## src/core/ccr_pkg.sv

```systemverilog
// constants, register map and types of the clock control register block
package ccr_pkg;

   // bus geometry
   localparam int ADDR_W = 24;
   localparam int DATA_W = 24;

   // register addresses in data space (word addressed)
   localparam logic [ADDR_W-1:0] ADDR_CLK_GATE = 24'hffff7c;
   localparam logic [ADDR_W-1:0] ADDR_PLL_CTRL = 24'hffff7d;
   localparam logic [ADDR_W-1:0] ADDR_SRC_DIV  = 24'hffff7e;

   // reset values
   localparam logic [DATA_W-1:0] RST_CLK_GATE = 24'h000001;
   localparam logic [DATA_W-1:0] RST_PLL_CTRL = 24'h2b60c2;
   localparam logic [DATA_W-1:0] RST_SRC_DIV  = 24'h000022;

   // writable bits; reserved bits drop on write and read as zero
   localparam logic [DATA_W-1:0] WMASK_CLK_GATE = 24'h000001;
   localparam logic [DATA_W-1:0] WMASK_PLL_CTRL = 24'h3ff7ff;
   localparam logic [DATA_W-1:0] WMASK_SRC_DIV  = 24'h00007f;
   localparam logic [DATA_W-1:0] MASK_PLL_EN    = 24'h002000;

   // clock gate fields
   localparam int CG_ON_BIT = 0;

   // pll control fields
   localparam int LOCK_SEL_BIT  = 21;
   localparam int IDIV_LSB      = 16;
   localparam int IDIV_W        = 5;
   localparam int ODIV_LSB      = 14;
   localparam int ODIV_W        = 2;
   localparam int PLL_EN_BIT    = 13;
   localparam int STOP_KEEP_BIT = 12;
   localparam int LPDIV_LSB     = 8;
   localparam int LPDIV_W       = 3;
   localparam int FB_LSB        = 0;
   localparam int FB_W          = 8;

   // converter divider field
   localparam int SRC_DIV_LSB = 0;
   localparam int SRC_DIV_W   = 7;

   // timing
   localparam int CLK_PERIOD_PS = 4000;
   localparam int PD_HOLD_NS    = 50;
   // strictly more than the hold time, hence the extra cycle
   localparam int PD_HOLD_CYC   = (PD_HOLD_NS * 1000) / CLK_PERIOD_PS + 1;
   // edges after reset release until the filtered strap is valid
   localparam int STRAP_SETTLE_CYC = 4;
   localparam int SYNC_STAGES      = 3;

   typedef enum logic [1:0] {
      CCR_BOOT_SETTLE = 2'b00,
      CCR_BOOT_RUN    = 2'b01
   } ccr_boot_t;

   typedef enum logic {
      CCR_PD_IDLE = 1'b0,
      CCR_PD_HOLD = 1'b1
   } ccr_pd_t;

endpackage

```

## src/core/ccr_clk_if.sv

```systemverilog
// carrier between the register block and its power-down hold and converter divider
`timescale 1ns/100ps
interface ccr_clk_if;
   logic                           div_change;
   logic                           pd_hold;
   logic                           src_on;
   logic [ccr_pkg::SRC_DIV_W-1:0]  src_factor;
   logic                           src_en;

   modport ctrl (
      output div_change,
      output src_on,
      output src_factor,
      input  pd_hold,
      input  src_en
   );
   modport hold (
      input  div_change,
      output pd_hold
   );
   modport srcdiv (
      input  src_on,
      input  src_factor,
      output src_en
   );
endinterface

```

## src/core/ccr_top.sv

```systemverilog
// clock generation unit control registers: pll codes, low-power divider, lock pin, converter clock
`timescale 1ns/100ps

// Functional notes
// - input divide ratio is the five-bit input code plus one.
// - output divide ratio is two raised to the two-bit output code.
// - pll output is input times feedback ratio over input and output ratios.
// - system clock is pll output over two to the low-power code, next edge.
// - changing the low-power code never disturbs pll lock.
// - lock select one drives lock indication on pin, zero gives gpio g bit 0.
// - enable one selects pll clock, zero selects external clock directly.
// - enable zero powers the pll oscillator down outside stop mode.
// - enable bit may change at any time without timing restriction.
// - stop-keep zero powers pll down in stop; one keeps it powered up, whatever the enable.
// - clock gate bit 0 switches converter clock, resets to one.
// - gate, pll control and divider registers at 0xffff7c, 7d, 7e.
// - pll control resets to 0x2b60c2 with strap high, enable zero otherwise.
// - converter divider holds seven-bit factor, resets to 0x22.
// - strap loads the enable bit at reset, ignored afterwards.
// - converter enable divides by factor plus one.
module ccr_top (
   // clock and reset
   input  wire logic                          core_clk,
   input  wire logic                          rst_n,
   // register port
   input  wire logic [ccr_pkg::ADDR_W-1:0]    bus_addr,
   input  wire logic                          bus_wr,
   input  wire logic                          bus_rd,
   input  wire logic [ccr_pkg::DATA_W-1:0]    bus_wdata,
   output var  logic [ccr_pkg::DATA_W-1:0]    bus_rdata,
   output var  logic                          bus_rvalid,
   // straps and system state
   input  wire logic                          pll_boot_strap,
   input  wire logic                          stop_mode,
   // analog pll macro
   output var  logic [ccr_pkg::IDIV_W-1:0]    input_divide_ratio_code,
   output var  logic [ccr_pkg::FB_W-1:0]      feedback_ratio_code,
   output var  logic [ccr_pkg::ODIV_W-1:0]    output_div_sel,
   output var  logic                          pll_powerdown,
   output var  logic                          pll_bypass,
   input  wire logic                          lock_indicator,
   // effective ratios for consumers and observation
   output var  logic [ccr_pkg::IDIV_W:0]      input_divide_ratio,
   output var  logic [ccr_pkg::FB_W:0]        feedback_ratio,
   output var  logic [7:0]                    output_div_ratio,
   // clock selection and low-power divider
   output var  logic                          clk_src_pll,
   output var  logic [ccr_pkg::LPDIV_W-1:0]   lowpower_div_sel,
   output var  logic                          sys_clk_en,
   // shared lock / gpio pin
   input  wire logic                          lock_pin_i,
   output var  logic                          lock_pin_o,
   output var  logic                          lock_pin_oe,
   input  wire logic                          gpio_g_bit0_o,
   input  wire logic                          gpio_g_bit0_oe,
   output var  logic                          gpio_g_bit0_i,
   // rate converter clock
   output var  logic                          src_clock_on,
   output var  logic [ccr_pkg::SRC_DIV_W-1:0] src_div_factor,
   output var  logic                          src_clk_en
);

   localparam int NS = ccr_pkg::SYNC_STAGES;
   localparam int BC = $clog2(ccr_pkg::STRAP_SETTLE_CYC);
   localparam logic [BC-1:0] BOOT_LAST = BC'(ccr_pkg::STRAP_SETTLE_CYC - 1);
   localparam logic [ccr_pkg::DATA_W-1:0] RST_PLL_NOSTRAP =
      ccr_pkg::RST_PLL_CTRL & ~ccr_pkg::MASK_PLL_EN;

   // input index in the synchroniser bank
   localparam int IX_STRAP = 0;
   localparam int IX_LOCK  = 1;
   localparam int IX_PIN   = 2;

   // one-hot power of two for a three-bit exponent
   function automatic logic [7:0] ccr_pow2(input logic [2:0] e);
      ccr_pow2 = 8'h01 << e;
   endfunction

   ccr_clk_if cif ();

   // ------------------------------------------------------------------
   // input synchronisers: three stages, value taken when stages 2 and 3 agree
   logic [NS-1:0] raw_in;
   logic [NS-1:0] sy1_q, sy2_q, sy3_q;
   logic [NS-1:0] flt_q, flt_d;

   assign raw_in[IX_STRAP] = pll_boot_strap;
   assign raw_in[IX_LOCK]  = lock_indicator;
   assign raw_in[IX_PIN]   = lock_pin_i;

   generate
      for (genvar i = 0; i < NS; i++) begin : g_flt
         always_comb begin
            flt_d[i] = (sy2_q[i] == sy3_q[i]) ? sy3_q[i] : flt_q[i];
         end
      end
   endgenerate

   always_ff @(posedge core_clk or negedge rst_n) begin
      if (!rst_n) begin
         sy1_q <= '0;
         sy2_q <= '0;
         sy3_q <= '0;
         flt_q <= '0;
      end else begin
         sy1_q <= raw_in;
         sy2_q <= sy1_q;
         sy3_q <= sy2_q;
         flt_q <= flt_d;
      end
   end

   // ------------------------------------------------------------------
   // register file
   logic [ccr_pkg::DATA_W-1:0] clk_gate_q, clk_gate_d;
   logic [ccr_pkg::DATA_W-1:0] pll_ctrl_q, pll_ctrl_d;
   logic [ccr_pkg::DATA_W-1:0] src_div_q, src_div_d;
   logic [ccr_pkg::DATA_W-1:0] rdata_q, rdata_d;
   logic                       rvalid_q, rvalid_d;
   ccr_pkg::ccr_boot_t         boot_q, boot_d;
   logic [BC-1:0]              boot_cnt_q, boot_cnt_d;
   logic                       sw_wrote_q, sw_wrote_d;
   logic                       wr_gate, wr_pll, wr_src;
   logic [ccr_pkg::DATA_W-1:0] wval;

   assign wr_gate = bus_wr && (bus_addr == ccr_pkg::ADDR_CLK_GATE);
   assign wr_pll  = bus_wr && (bus_addr == ccr_pkg::ADDR_PLL_CTRL);
   assign wr_src  = bus_wr && (bus_addr == ccr_pkg::ADDR_SRC_DIV);
   // reserved bits are dropped so they always read back as zero
   assign wval    = bus_wdata & ccr_pkg::WMASK_PLL_CTRL;

   always_comb begin
      clk_gate_d = clk_gate_q;
      pll_ctrl_d = pll_ctrl_q;
      src_div_d  = src_div_q;
      boot_d     = boot_q;
      boot_cnt_d = boot_cnt_q;
      sw_wrote_d = sw_wrote_q;
      if (wr_gate) begin
         clk_gate_d = bus_wdata & ccr_pkg::WMASK_CLK_GATE;
      end
      if (wr_src) begin
         src_div_d = bus_wdata & ccr_pkg::WMASK_SRC_DIV;
      end
      // enable may be rewritten at any moment; nothing blocks it
      if (wr_pll) begin
         pll_ctrl_d = wval;
         sw_wrote_d = 1'b1;
      end
      case (boot_q)
         ccr_pkg::CCR_BOOT_SETTLE: begin
            boot_cnt_d = boot_cnt_q + BC'(1);
            if (boot_cnt_q == BOOT_LAST) begin
               boot_d = ccr_pkg::CCR_BOOT_RUN;
               // strap copied once; a software write in the window wins
               if (!sw_wrote_q && !wr_pll) begin
                  pll_ctrl_d[ccr_pkg::PLL_EN_BIT] = flt_d[IX_STRAP];
               end
            end
         end
         ccr_pkg::CCR_BOOT_RUN: begin
            boot_cnt_d = boot_cnt_q;
         end
         default: begin
            boot_d = ccr_pkg::CCR_BOOT_RUN;
         end
      endcase
   end

   // read port: one-cycle latency, unmapped addresses read zero
   always_comb begin
      rvalid_d = bus_rd;
      rdata_d  = rdata_q;
      if (bus_rd) begin
         case (bus_addr)
            ccr_pkg::ADDR_CLK_GATE: rdata_d = clk_gate_q;
            ccr_pkg::ADDR_PLL_CTRL: rdata_d = pll_ctrl_q;
            ccr_pkg::ADDR_SRC_DIV:  rdata_d = src_div_q;
            default:                rdata_d = '0;
         endcase
      end
   end

   always_ff @(posedge core_clk or negedge rst_n) begin
      if (!rst_n) begin
         clk_gate_q <= ccr_pkg::RST_CLK_GATE;
         pll_ctrl_q <= RST_PLL_NOSTRAP;
         src_div_q  <= ccr_pkg::RST_SRC_DIV;
         rdata_q    <= '0;
         rvalid_q   <= 1'b0;
         boot_q     <= ccr_pkg::CCR_BOOT_SETTLE;
         boot_cnt_q <= '0;
         sw_wrote_q <= 1'b0;
      end else begin
         clk_gate_q <= clk_gate_d;
         pll_ctrl_q <= pll_ctrl_d;
         src_div_q  <= src_div_d;
         rdata_q    <= rdata_d;
         rvalid_q   <= rvalid_d;
         boot_q     <= boot_d;
         boot_cnt_q <= boot_cnt_d;
         sw_wrote_q <= sw_wrote_d;
      end
   end

   assign bus_rdata  = rdata_q;
   assign bus_rvalid = rvalid_q;

   // ------------------------------------------------------------------
   // pll macro controls, registered from the next register value so they track
   // the register with no extra lag
   logic                      pen_d, keep_d;
   logic [ccr_pkg::IDIV_W-1:0]  idiv_d;
   logic [ccr_pkg::FB_W-1:0]    fb_d;
   logic [ccr_pkg::ODIV_W-1:0]  odiv_d;
   logic                      pd_q, pd_d, byp_q, byp_d, sel_q;
   logic [ccr_pkg::IDIV_W-1:0]  idiv_q;
   logic [ccr_pkg::FB_W-1:0]    fb_q;
   logic [ccr_pkg::ODIV_W-1:0]  odiv_q;
   logic [ccr_pkg::IDIV_W:0]    in_ratio_q, in_ratio_d;
   logic [ccr_pkg::FB_W:0]      fb_ratio_q, fb_ratio_d;
   logic [7:0]                out_ratio_q, out_ratio_d;

   assign pen_d  = pll_ctrl_d[ccr_pkg::PLL_EN_BIT];
   assign keep_d = pll_ctrl_d[ccr_pkg::STOP_KEEP_BIT];
   assign idiv_d = pll_ctrl_d[ccr_pkg::IDIV_LSB +: ccr_pkg::IDIV_W];
   assign fb_d   = pll_ctrl_d[ccr_pkg::FB_LSB +: ccr_pkg::FB_W];
   assign odiv_d = pll_ctrl_d[ccr_pkg::ODIV_LSB +: ccr_pkg::ODIV_W];

   // divider rewrite while running: the macro needs a power-down pulse
   assign cif.div_change = wr_pll && pll_ctrl_q[ccr_pkg::PLL_EN_BIT] &&
      ((wval[ccr_pkg::IDIV_LSB +: ccr_pkg::IDIV_W] != idiv_q) ||
       (wval[ccr_pkg::FB_LSB +: ccr_pkg::FB_W] != fb_q) ||
       (wval[ccr_pkg::ODIV_LSB +: ccr_pkg::ODIV_W] != odiv_q));

   always_comb begin
      // in stop mode the stop-keep bit decides; otherwise the enable does
      if (stop_mode) begin
         pd_d = !keep_d;
      end else begin
         pd_d = !pen_d;
      end
      pd_d        = pd_d || cif.pd_hold;
      byp_d       = !pen_d;
      in_ratio_d  = {1'b0, idiv_d} + (ccr_pkg::IDIV_W + 1)'(1);
      fb_ratio_d  = {1'b0, fb_d} + (ccr_pkg::FB_W + 1)'(1);
      out_ratio_d = ccr_pow2({1'b0, odiv_d});
   end

   always_ff @(posedge core_clk or negedge rst_n) begin
      if (!rst_n) begin
         pd_q        <= 1'b1;
         byp_q       <= 1'b1;
         sel_q       <= 1'b0;
         idiv_q      <= RST_PLL_NOSTRAP[ccr_pkg::IDIV_LSB +: ccr_pkg::IDIV_W];
         fb_q        <= RST_PLL_NOSTRAP[ccr_pkg::FB_LSB +: ccr_pkg::FB_W];
         odiv_q      <= RST_PLL_NOSTRAP[ccr_pkg::ODIV_LSB +: ccr_pkg::ODIV_W];
         in_ratio_q  <= '0;
         fb_ratio_q  <= '0;
         out_ratio_q <= '0;
      end else begin
         pd_q        <= pd_d;
         byp_q       <= byp_d;
         sel_q       <= pen_d;
         idiv_q      <= idiv_d;
         fb_q        <= fb_d;
         odiv_q      <= odiv_d;
         in_ratio_q  <= in_ratio_d;
         fb_ratio_q  <= fb_ratio_d;
         out_ratio_q <= out_ratio_d;
      end
   end

   // the macro forms fout = fin * feedback / (input * output) from these codes
   assign input_divide_ratio_code = idiv_q;
   assign feedback_ratio_code     = fb_q;
   assign output_div_sel          = odiv_q;
   assign pll_powerdown           = pd_q;
   assign pll_bypass              = byp_q;
   assign clk_src_pll             = sel_q;
   assign input_divide_ratio      = in_ratio_q;
   assign feedback_ratio          = fb_ratio_q;
   assign output_div_ratio        = out_ratio_q;

   // ------------------------------------------------------------------
   // low-power divider: a new code is adopted only on a system tick, so the
   // current period always completes; the pll controls are untouched
   logic [7:0]                  lp_cnt_q, lp_cnt_d;
   logic [ccr_pkg::LPDIV_W-1:0] lp_sel_q, lp_sel_d, lp_code;
   logic                        lp_en_q, lp_en_d;

   assign lp_code = pll_ctrl_q[ccr_pkg::LPDIV_LSB +: ccr_pkg::LPDIV_W];

   always_comb begin
      lp_sel_d = lp_sel_q;
      lp_en_d  = 1'b0;
      lp_cnt_d = lp_cnt_q - 8'h01;
      if (lp_cnt_q == 8'h00) begin
         lp_en_d  = 1'b1;
         lp_sel_d = lp_code;
         lp_cnt_d = ccr_pow2(lp_code) - 8'h01;
      end
   end

   always_ff @(posedge core_clk or negedge rst_n) begin
      if (!rst_n) begin
         lp_cnt_q <= '0;
         lp_sel_q <= '0;
         lp_en_q  <= 1'b0;
      end else begin
         lp_cnt_q <= lp_cnt_d;
         lp_sel_q <= lp_sel_d;
         lp_en_q  <= lp_en_d;
      end
   end

   assign lowpower_div_sel = lp_sel_q;
   assign sys_clk_en       = lp_en_q;

   // ------------------------------------------------------------------
   // shared lock / gpio pin
   logic pin_o_q, pin_o_d, pin_oe_q, pin_oe_d, gpio_in_q;

   always_comb begin
      if (pll_ctrl_q[ccr_pkg::LOCK_SEL_BIT]) begin
         pin_o_d  = flt_q[IX_LOCK];
         pin_oe_d = 1'b1;
      end else begin
         pin_o_d  = gpio_g_bit0_o;
         pin_oe_d = gpio_g_bit0_oe;
      end
   end

   always_ff @(posedge core_clk or negedge rst_n) begin
      if (!rst_n) begin
         pin_o_q   <= 1'b0;
         pin_oe_q  <= 1'b0;
         gpio_in_q <= 1'b0;
      end else begin
         pin_o_q   <= pin_o_d;
         pin_oe_q  <= pin_oe_d;
         gpio_in_q <= flt_q[IX_PIN];
      end
   end

   assign lock_pin_o    = pin_o_q;
   assign lock_pin_oe   = pin_oe_q;
   assign gpio_g_bit0_i = gpio_in_q;

   // ------------------------------------------------------------------
   // rate converter clock gate and divider
   assign cif.src_on     = clk_gate_q[ccr_pkg::CG_ON_BIT];
   assign cif.src_factor = src_div_q[ccr_pkg::SRC_DIV_LSB +: ccr_pkg::SRC_DIV_W];
   assign src_clock_on   = clk_gate_q[ccr_pkg::CG_ON_BIT];
   assign src_div_factor = src_div_q[ccr_pkg::SRC_DIV_LSB +: ccr_pkg::SRC_DIV_W];
   assign src_clk_en     = cif.src_en;

   ccr_pd_hold #(
      .HOLD_CYC (ccr_pkg::PD_HOLD_CYC)
   ) u_pd_hold (
      .core_clk (core_clk),
      .rst_n    (rst_n),
      .cif      (cif.hold)
   );

   ccr_src_div #(
      .DIV_W (ccr_pkg::SRC_DIV_W)
   ) u_src_div (
      .core_clk (core_clk),
      .rst_n    (rst_n),
      .cif      (cif.srcdiv)
   );

endmodule

```

## src/core/ccr_pd_hold.sv

```systemverilog
// keeps the pll powered down for a fixed time after a divider change
`timescale 1ns/100ps
module ccr_pd_hold #(
   parameter int HOLD_CYC = ccr_pkg::PD_HOLD_CYC
) (
   // clock and reset
   input  wire logic  core_clk,
   input  wire logic  rst_n,
   // control carrier
   ccr_clk_if.hold    cif
);
   localparam int CW = $clog2(HOLD_CYC + 1);
   localparam logic [CW-1:0] LOAD = CW'(HOLD_CYC - 1);

   ccr_pkg::ccr_pd_t  st_q, st_d;
   logic [CW-1:0]     cnt_q, cnt_d;

   always_comb begin
      st_d  = st_q;
      cnt_d = cnt_q;
      // a fresh change restarts the full hold, even mid-hold
      if (cif.div_change) begin
         st_d  = ccr_pkg::CCR_PD_HOLD;
         cnt_d = LOAD;
      end else begin
         case (st_q)
            ccr_pkg::CCR_PD_IDLE: begin
               cnt_d = '0;
            end
            ccr_pkg::CCR_PD_HOLD: begin
               if (cnt_q == '0) begin
                  st_d = ccr_pkg::CCR_PD_IDLE;
               end else begin
                  cnt_d = cnt_q - CW'(1);
               end
            end
            default: begin
               st_d  = ccr_pkg::CCR_PD_IDLE;
               cnt_d = '0;
            end
         endcase
      end
   end

   always_ff @(posedge core_clk or negedge rst_n) begin
      if (!rst_n) begin
         st_q  <= ccr_pkg::CCR_PD_IDLE;
         cnt_q <= '0;
      end else begin
         st_q  <= st_d;
         cnt_q <= cnt_d;
      end
   end

   assign cif.pd_hold = (st_q == ccr_pkg::CCR_PD_HOLD);
endmodule

```

## src/core/ccr_src_div.sv

```systemverilog
// divided enable for the sample rate converter, gated by the clock gate bit
`timescale 1ns/100ps
module ccr_src_div #(
   parameter int DIV_W = ccr_pkg::SRC_DIV_W
) (
   // clock and reset
   input  wire logic  core_clk,
   input  wire logic  rst_n,
   // control carrier
   ccr_clk_if.srcdiv  cif
);
   logic [DIV_W-1:0] cnt_q, cnt_d;
   logic             en_q, en_d;

   always_comb begin
      cnt_d = cnt_q;
      en_d  = 1'b0;
      if (!cif.src_on) begin
         // parked at zero so the first pulse comes right after switch-on
         cnt_d = '0;
      end else if (cnt_q == '0) begin
         en_d  = 1'b1;
         cnt_d = cif.src_factor;
      end else begin
         cnt_d = cnt_q - DIV_W'(1);
      end
   end

   always_ff @(posedge core_clk or negedge rst_n) begin
      if (!rst_n) begin
         cnt_q <= '0;
         en_q  <= 1'b0;
      end else begin
         cnt_q <= cnt_d;
         en_q  <= en_d;
      end
   end

   assign cif.src_en = en_q;
endmodule

```

## config.mk

```make
export PLATFORM = sky130hd
export DESIGN_NAME = ccr_top
export DESIGN_NICKNAME = d
export VERILOG_FILES = /design/src/core/ccr_pkg.sv /design/src/core/ccr_clk_if.sv /design/src/core/ccr_top.sv /design/src/core/ccr_pd_hold.sv /design/src/core/ccr_src_div.sv
export SDC_FILE = /design/constraint.sdc
export NUM_CORES = 1
export LEC_CHECK = 0
export ABC_AREA = 1
export ABC_CLOCK_PERIOD_IN_PS = 2120
export BUFFER_PORTS_ARGS = -buffer_cell sky130_fd_sc_hd__buf_4
export CORE_MARGIN = 2
export CORE_UTILIZATION = 40
export DETAILED_ROUTE_END_ITERATION = 7
export GPL_ROUTABILITY_DRIVEN = 1
export GPL_TIMING_DRIVEN = 1
export SETUP_SLACK_MARGIN = 0.5
export SLEW_MARGIN = 10
export SYNTH_ARGS = -nofsm -noshare
export SYNTH_HDL_FRONTEND = slang
export SYNTH_HIERARCHICAL = 1
export SYNTH_SLANG_ARGS = --single-unit
```

## constraint.sdc

```tcl
create_clock -name core_clk -period 2.12 [get_ports core_clk]
set_clock_uncertainty 0.1 [all_clocks]
set_input_delay 0 -clock core_clk [delete_from_list [all_inputs] [get_ports core_clk]]
set_output_delay 0 -clock core_clk [all_outputs]
set_load 0.005 [all_outputs]
```

==> results of run 1 <==
[worst min path at each step]
stage / to / slack (ns) / cells past startpoint
floorplan: boot_cnt_q[0]$_DFFE_PN0N_ / -0.40 / 0
global placement: sy1_q[0]$_DFF_PN0_ / 0.01 / 1
detailed placement: sy1_q[1]$_DFF_PN0_ / 0.01 / 1
CTS: bus_rdata[4]$_DFFE_PN0P_ / 0.01 / 8
global route: bus_rdata[4]$_DFFE_PN0P_ / 0.10 / 8
finish: bus_rdata[4]$_DFFE_PN0P_ / 0.05 / 8
[kinds of logic (layout without fill, tap and decap cells)]
logic type / after synthesis / in the layout / synth area share [%]
AND/OR/NAND/NOR: 285 / 286 / 24.6
flip-flops: 116 / 116 / 53.7
buffers and inverters: 97 / 288 / 8.70
AO/OA/AOI/OAI: 63 / 63 / 6.90
XOR/XNOR: 20 / 20 / 3.22
adder cells (fa/ha/maj): 11 / 11 / 2.39
multiplexers: 2 / 2 / 0.414
other: 1 / 7 / 0.0689
[state kept, by name, indices dropped and copies added, names as in the netlist, 2 cells and up]
| register | cells |
|---|---|
| bus_rdata | 21 |
| output_div_ratio | 4 |
| sy1_q | 3 |
| sy3_q | 3 |
| sy2_q | 3 |
| src_div_q | 7 |
| u_pd_hold/cnt_q | 4 |
| feedback_ratio | 9 |
| lowpower_div_sel | 3 |
| lp_cnt_q | 8 |
| boot_cnt_q | 2 |
| feedback_ratio_code | 7 |
| pll_ctrl_q | 9 |
| input_divide_ratio_code | 4 |
| flt_q | 3 |
| u_src_div/cnt_q | 7 |
| input_divide_ratio | 6 |
[cell type report]
| cell class | instances | area [sq um] |
|---|---|---|
| clock inverter | 12 | 226 |
| sequential | 116 | 2920 |
| tap | 176 | 220 |
| multi-input combinational | 389 | 2300 |
| clock buffer | 20 | 457 |
| fill | 1130 | 5310 |
| timing repair buffer | 191 | 1560 |
| inverter | 65 | 248 |
[worst min-delay path: stages]
cell	delay, ns
buf_4	0.08
inv_1	0.03
nand4_2	0.08
nor4_1	0.08
nand2_1	0.09
nand2_1	0.05
nand2_1	0.06
nand2_1	0.04
[layout by cell type, fill, tap and decap left out, drive strengths merged, types with 3 or more instances in the layout]
cell type and instances:
xnor2 9, nor3 5, nand2 180, ha 8, o21ai 40, buf 153
dfrtp 103, conb 7, a21oi 11, clkinv 5, nand3 25, inv 61
nor2 50, clkinvlp 5, dfstp 13, dlygate4sd3 35, o31ai 5, xor2 11
maj3 3, clkbuf 20, or2 6, nand4 17, dlymetal6s4s 3, bufinv 6
[power groups by stage]
stage          clock (mW)  combinational [mW]  sequential [mW]
6_report             3.28               0.371             2.26
5_1_grt              3.43               0.415             2.26
4_1_cts              3.33               0.360             2.26
3_5_place_dp            0               0.307             2.29
3_3_place_gp            0               0.301             2.29
2_1_floorplan           0               0.151             2.29
[metal layers]
layer	track usage, %	wire length (microns)
met5	0	0
met3	4.81	565
met2	33.6	7280
met4	6.76	276
met1	25.3	6160
[cells in the mapped netlist, drive strengths merged]
cell	instances
buf	28
o21bai	2
nor2	50
o21ai	40
a31o	1
ha	8
nand4	17
a41oi	1
or2	6
dfrtp	103
clkinv	4
inv	61
dfstp	13
nor3	5
conb	1
xnor2	9
nand2	180
a21oi	11
maj3	3
a31oi	2
a211oi	1
clkbuf	4
nor4	2
nand3b	1
o31ai	5
xor2	11
mux2	2
nand3	24
[stage by stage]
step	utilization, %	hold WS [ns]	area [sq um]	std cells
floorplan	-	-0.396	5480	601
detailed placement	49.1	0.0106	6500	881
finish	59.9	0.0517	7930	969
CTS	58.2	0.0129	7700	960
global placement	49.1	0.0103	6500	881
global route	59.9	0.104	7930	969
[what timing repair did]
action | 4_1_cts | 5_1_grt
buffers inserted | 9 | 8
endpoints found under the setup margin | 12 | 29
gates resized for setup | 15 | 40
hold endpoints to repair | 191 | 0
pin swaps | 11 | 26
hold buffers | 38 | 0
gates cloned | 0 | 1
==> flow_summary.json, run 1 <==
{
  "path_cells": "xor2_1 -> a211oi_2 -> a41oi_2 -> inv_2 -> nand2_2 -> nor2_2 -> nand2_1 -> o21ai_2",
  "drt_iter0_markers": 297,
  "place.gp.congestion": 0.839,
  "synth_seq_cells": 116,
  "cp-end-kind": "flop",
  "port_buffers": 129,
  "grt_antenna_before_repair": 0,
  "gr-total-overflow": 0,
  "tightest_slew_ns": 0.633,
  "clkSinkCount": 116,
  "antenna_cells": 0,
  "grt_max_degree": 117,
  "cp_slowest_cell": "dfstp_2",
  "p_sw_mw": 1.23,
  "reg2reg_depth": 8,
  "synth_top_area_share_pct": 47.4,
  "setup-violations-final": 0,
  "swShare_pct": 20.7,
  "crit_required_ns": 2.36,
  "routed_via_density": 4.70,
  "cp_max_fo": 4,
  "peakVddDrop_mv": 0.532,
  "drv_slew": 0,
  "path_buf_inv": 1,
  "fin_crit_ns": 1.73,
  "netlist_area_sq_um": 5440,
  "core-area_sq_um": 13200,
  "clk_latency_ns": 0.41,
  "cts_tree": "done",
  "grt_util_all_layers_pct": 20.0,
  "p_seq_share_pct": 38.2,
  "hp-start": "bus_addr[7]",
  "grt_pass1_wl_mm": 22.6,
  "crit_start": "pll_ctrl_q[7]$_DFF_PN1_",
  "leakagePower_nw": 3.95,
  "setup_tns_ns": 0,
  "grt_pass1_vias": 4606,
  "ys_types": 45,
  "final_antenna_net_count": 0,
  "fmax_mhz": 577,
  "areaGrowthSynthToFinish_pct": 45.8,
  "fp.dieH_microns": 121,
  "ios": 140,
  "wl_mm": 14.3,
  "first_pass_iters": 5,
  "cap_violations": 0,
  "reg2reg_from": "pll_ctrl_q[7]$_DFF_PN1_",
  "final_nets": 846,
  "synth_top_area_cell": "dfrtp_1",
  "routedWlPerCell_microns": 14.7,
  "cts_inserted_buffers": 17,
  "slowest_delay_ns": 0.59,
  "pre_cts_slack_ns": 0.301,
  "initial_core_util_pct": 41.1,
  "die_area_sq_um": 14500,
  "synth.area.top_cells": "dfrtp_1 (47%), nand2_1 (11%), dfstp_2 (6.3%), inv_1 (3.9%), buf_4 (3.0%)",
  "relSlewSlack_pct": 57.8,
  "dr_total_vias": 4556,
  "combPwrFrac_pct": 6.3,
  "h-tree-depth": 4,
  "p_clk_share_pct": 55.5,
  "timing.final.ws_setup_ns": 0.388,
  "path_clk_slew_ns": 0.05,
  "hold_class": "in -> reg",
  "dpl.hpwl_mm": 9.45,
  "endpoint": "u_pd_hold/cnt_q[1]$_DFFE_PN0P_",
  "path_delay_family": "flip-flops",
  "drcViolationCount": 0,
  "regToRegEndpoint": "u_pd_hold/cnt_q[1]$_DFFE_PN0P_",
  "cp.depth": 8,
  "cts_root_buf": "clkbuf_16",
  "yosysWarnings": 6,
  "cts_buffer_depth": 2,
  "num_rows": 42,
  "avgSynthCellArea_sq_um": 9.14,
  "path_class": "reg -> reg",
  "powerDensity_nw_per_um2": 746,
  "drive_gt1_share_pct": 36.8,
  "critPathLaunchType": "flop",
  "run_status": "completed",
  "finalPower_mw": 5.91,
  "synth.yosys.seq_area_share_pct": 53.7,
  "period_share_pct": 81.7,
  "critical_path_arrival_ns": 1.97,
  "p_int_mw": 4.69,
  "rsz0062_at_grt": "true",
  "syn_inst": 595,
  "die_w_microns": 121,
  "reg2reg_slack_ns": 0.39,
  "hold_viol": 0
}
Note: power is estimated with default switching activity, not from simulation.
==> run 2: changes to the inputs <==
- ABC_AREA: 1 -> 0
- ABC_CLOCK_PERIOD_IN_PS: 2120 -> 1600
- clock period: 2.12 -> 1.6 ns (I/O delays scaled with it)
==> run 2 against run 1 <==
The run now ends with hold timing, setup timing left. Clock power is 17% higher. Clock-buffer cell count is 9 higher. Via count is 3.6% higher. Utilization is 11 points higher. Non-clock buffer count is 104 higher. Sequential share of layout area is 5.4 points lower. Cell count is 4.1% lower. First-iteration DRC count is 37% higher. Critical endpoint is now lp_cnt_q[4]$_DFF_PN0_. Largest cell class unchanged.
==> flow_summary.json, run 2 <==
{
  "run_status": "finished, violations left",
  "violations": "hold timing, setup timing",
  "multiInputGateArea_sq_um": 2710,
  "synth.area.top_cells": "dfrtp_1 (49%), dfstp_2 (6.5%), nand2_1 (4.0%), xnor2_1 (3.6%), buf_4 (3.4%)",
  "hold_viol": 11,
  "ctsHoldBuffers": 32,
  "yosysWarnings": 6,
  "core-area_sq_um": 13100,
  "num_rows": 42,
  "grt_pass1_vias": 4793,
  "grt_max_degree": 38,
  "cts_inserted_buffers": 17,
  "p_int_mw": 5.86,
  "fp.dieH_microns": 119,
  "h-tree-depth": 4,
  "cp-end-kind": "flop",
  "dpl.hpwl_mm": 9.97,
  "clk_latency_ns": 0.42,
  "layout_commonest_cell": "buf_4",
  "grt_pass1_wl_mm": 25.2,
  "synth_top_area_cell": "dfrtp_1",
  "path_cells": "or3_1 -> or4b_4 -> clkinv_4 -> nand2b_4 -> nor2_4 -> a21oi_2 -> ha_4 -> or3b_4 -> and3_4 -> nand3b_1 -> o211ai_1",
  "ys_types": 59,
  "synth_seq_cells": 116,
  "netlist_area_sq_um": 5290,
  "synth.yosys.seq_area_share_pct": 55.2,
  "drt_iter0_markers": 407,
  "synth_edf_count": 0,
  "place.gp.congestion": 0.834,
  "routedWlPerCell_microns": 18.9,
  "finalInstanceArea_sq_um": 9320,
  "synth_top_area_share_pct": 48.7,
  "path_buf_inv": 1,
  "final_cell_mix": "buf_4 (159), dfrtp_1 (99), buf_6 (93)",
  "relSlewSlack_pct": 39.9,
  "die_w_microns": 119,
  "cp_slowest_cell": "or4b_4",
  "routed_via_density": 5.08,
  "cts_buffer_depth": 2,
  "swShare_pct": 21.0,
  "yosys.area_share.simple_pct": 14.8,
  "synth-compound-area-share_pct": 9.46,
  "port_buffers": 129,
  "drive_gt1_share_pct": 58.0,
  "period_share_pct": 167,
  "synthMuxAreaShare_pct": 5.63,
  "path_delay_family": "simple AND/OR/NAND/NOR gates",
  "cts_root_buf": "clkbuf_16",
  "fmax_mhz": 375,
  "leakagePower_nw": 4.47,
  "holdWs_ns": -0.0938,
  "critPathLaunchType": "flop",
  "areaGrowthSynthToFinish_pct": 76.1,
  "path_clk_slew_ns": 0.05,
  "die_area_sq_um": 14200,
  "seqCellArea_sq_um": 2920,
  "p_clk_share_pct": 51.9,
  "peakVddDrop_mv": 0.749,
  "initial_core_util_pct": 40.4,
  "grt_util_all_layers_pct": 23.1,
  "clkSinkCount": 116,
  "final_antenna_net_count": 0,
  "synth_fa_ha_area_share_pct": 2.46,
  "gr-total-overflow": 0,
  "nFillCells": 858,
  "syn_inst": 463,
  "ys_async_sr_fraction_pct": 100,
  "hold_class": "in -> async",
  "synth_most_common_cell": "dfrtp_1",
  "drv_slew": 0,
  "cp_max_fo": 3,
  "synthTopCellsByCount": "dfrtp_1 (103), nand2_1 (57), buf_4 (24)",
  "first_pass_iters": 4,
  "timing.final.ws_setup_ns": -1.07,
  "combPwrFrac_pct": 7.3,
  "grt_antenna_before_repair": 0,
  "tightest_slew_ns": 0.901,
  "setup-violations-final": 24,
  "cap_violations": 0,
  "setup_tns_ns": -8.15,
  "critical_path_arrival_ns": 2.88,
  "final_nets": 806,
  "ys.flop_type": "dfrtp_1",
  "largest_reg_flops": 21,
  "p_seq_share_pct": 40.8,
  "cts_tree": "done",
  "fin_crit_ns": 2.67,
  "slowest_delay_ns": 0.52,
  "synth_top_family_by_area": "simple AND/OR/NAND/NOR gates",
  "path_class": "reg -> reg",
  "crit_required_ns": 1.81,
  "avgSynthCellArea_sq_um": 11.4,
  "synth-xor-area-share_pct": 5.96,
  "antenna_cells": 0,
  "placed_area_sq_um": 6930,
  "ios": 140,
  "p_sw_mw": 1.56,
  "drcViolationCount": 0,
  "wl_mm": 17.5,
  "rsz0062_at_grt": "true",
  "powerDensity_nw_per_um2": 796,
  "dr_total_vias": 4722
}
## run 2: cell types whose count changed in the layout (fill, tap and decap cells not counted), sizes merged, moves of 7 or more
| cell | delta |
|---|---|
| a22o | +20 |
| o21ai | -36 |
| nand3 | -12 |
| a21o | +7 |
| inv | -44 |
| nand4 | -7 |
| mux2i | +8 |
| clkbuf | +11 |
| nor2 | -30 |
| xnor2 | +13 |
| mux2 | +15 |
| buf | +108 |
| nand2 | -123 |
## run 2: power groups by stage
| stage | clock network [mW] | registers (mW) | logic [mW] |
|---|---|---|---|
| 5_1_grt | 4.05 | 3.03 | 0.586 |
| 2_1_floorplan | 0 | 3.07 | 0.117 |
| 3_3_place_gp | 0 | 3.06 | 0.409 |
| 6_report | 3.85 | 3.02 | 0.545 |
| 4_1_cts | 3.87 | 3.02 | 0.505 |
| 3_5_place_dp | 0 | 3.07 | 0.417 |
## run 2: repair_timing
item	4_1_cts	5_1_grt
cloned	0	3
pin swaps	28	51
setup endpoints to repair	102	108
gates resized for setup	118	99
setup buffers	37	30
hold endpoints to repair	175	11
## run 2: logic make-up after synthesis
group           Yosys count
fa+ha+maj                11
buf+inv                  61
compound gates           66
flops                   116
xor+xnor                 36
other cells               1
mux                      25
simple gates            147
## run 2: area by class of cell
| type | count | area share (%) |
|---|---|---|
| inverters | 18 | 0.859 |
| repair buffers | 295 | 29.8 |
| multi-input cells | 292 | 29.1 |
| well taps | 176 | 2.36 |
| flip-flops and latches | 116 | 31.4 |
| clock inverters | 3 | 0.698 |
| clock buffers | 29 | 5.80 |
## run 2: path summary, 6_finish.rpt
kind | startpoint | to | slack, ns | depth (start not counted)
setup / recovery | lp_cnt_q[3]$_DFF_PN0_ | lp_cnt_q[4]$_DFF_PN0_ | -1.07 | 11
hold / removal | rst_n | lp_cnt_q[1]$_DFF_PN0_ | -0.09 | 2
setup reg to reg | lp_cnt_q[3]$_DFF_PN0_ | lp_cnt_q[4]$_DFF_PN0_ | -1.07 | 11
hold reg to reg | sy1_q[0]$_DFF_PN0_ | sy2_q[0]$_DFF_PN0_ | 0.25 | 0
max in group asynchronous | rst_n | output_div_sel[0]$_DFF_PN1_ | 0.91 | 3
min in group core_clk | bus_addr[0] | clk_gate_q[0]$_DFFE_PN1P_ | 0.02 | 5
## run 2: metrics by stage
| stage | std cells | power (mW) | worst slack [ns] | util (%) |
|---|---|---|---|---|
| 6_report | 929 | 7.42 | -1.07 | 71.2 |
| 5_1_grt | 929 | 7.66 | -1.12 | 71.2 |
| 4_1_cts | 896 | 7.40 | -0.956 | 65.9 |
| 3_5_place_dp | 795 | 3.48 | -1.01 | 52.9 |
| 3_3_place_gp | 795 | 3.47 | -0.923 | 52.9 |
| 2_1_floorplan | 469 | 3.19 | -1.00 | - |
## run 2: routing by layer
metal	global-route usage (%)	vias up	routed length, microns
li1	-	2141	-
met1	28.7	2350	6990
met2	39.1	197	9150
met3	6.61	34	1070
met4	7.07	0	316
met5	0	-	0
## run 2: worst reg2reg max path: stages, from the launching register on
cell and delay [ns]:
dfrtp_1 0.38, or3_1 0.37, or4b_4 0.52, clkinv_4 0.08
nand2b_4 0.07, nor2_4 0.12, a21oi_2 0.09, ha_4 0.17
or3b_4 0.25, and3_4 0.19, nand3b_1 0.09, o211ai_1 0.13
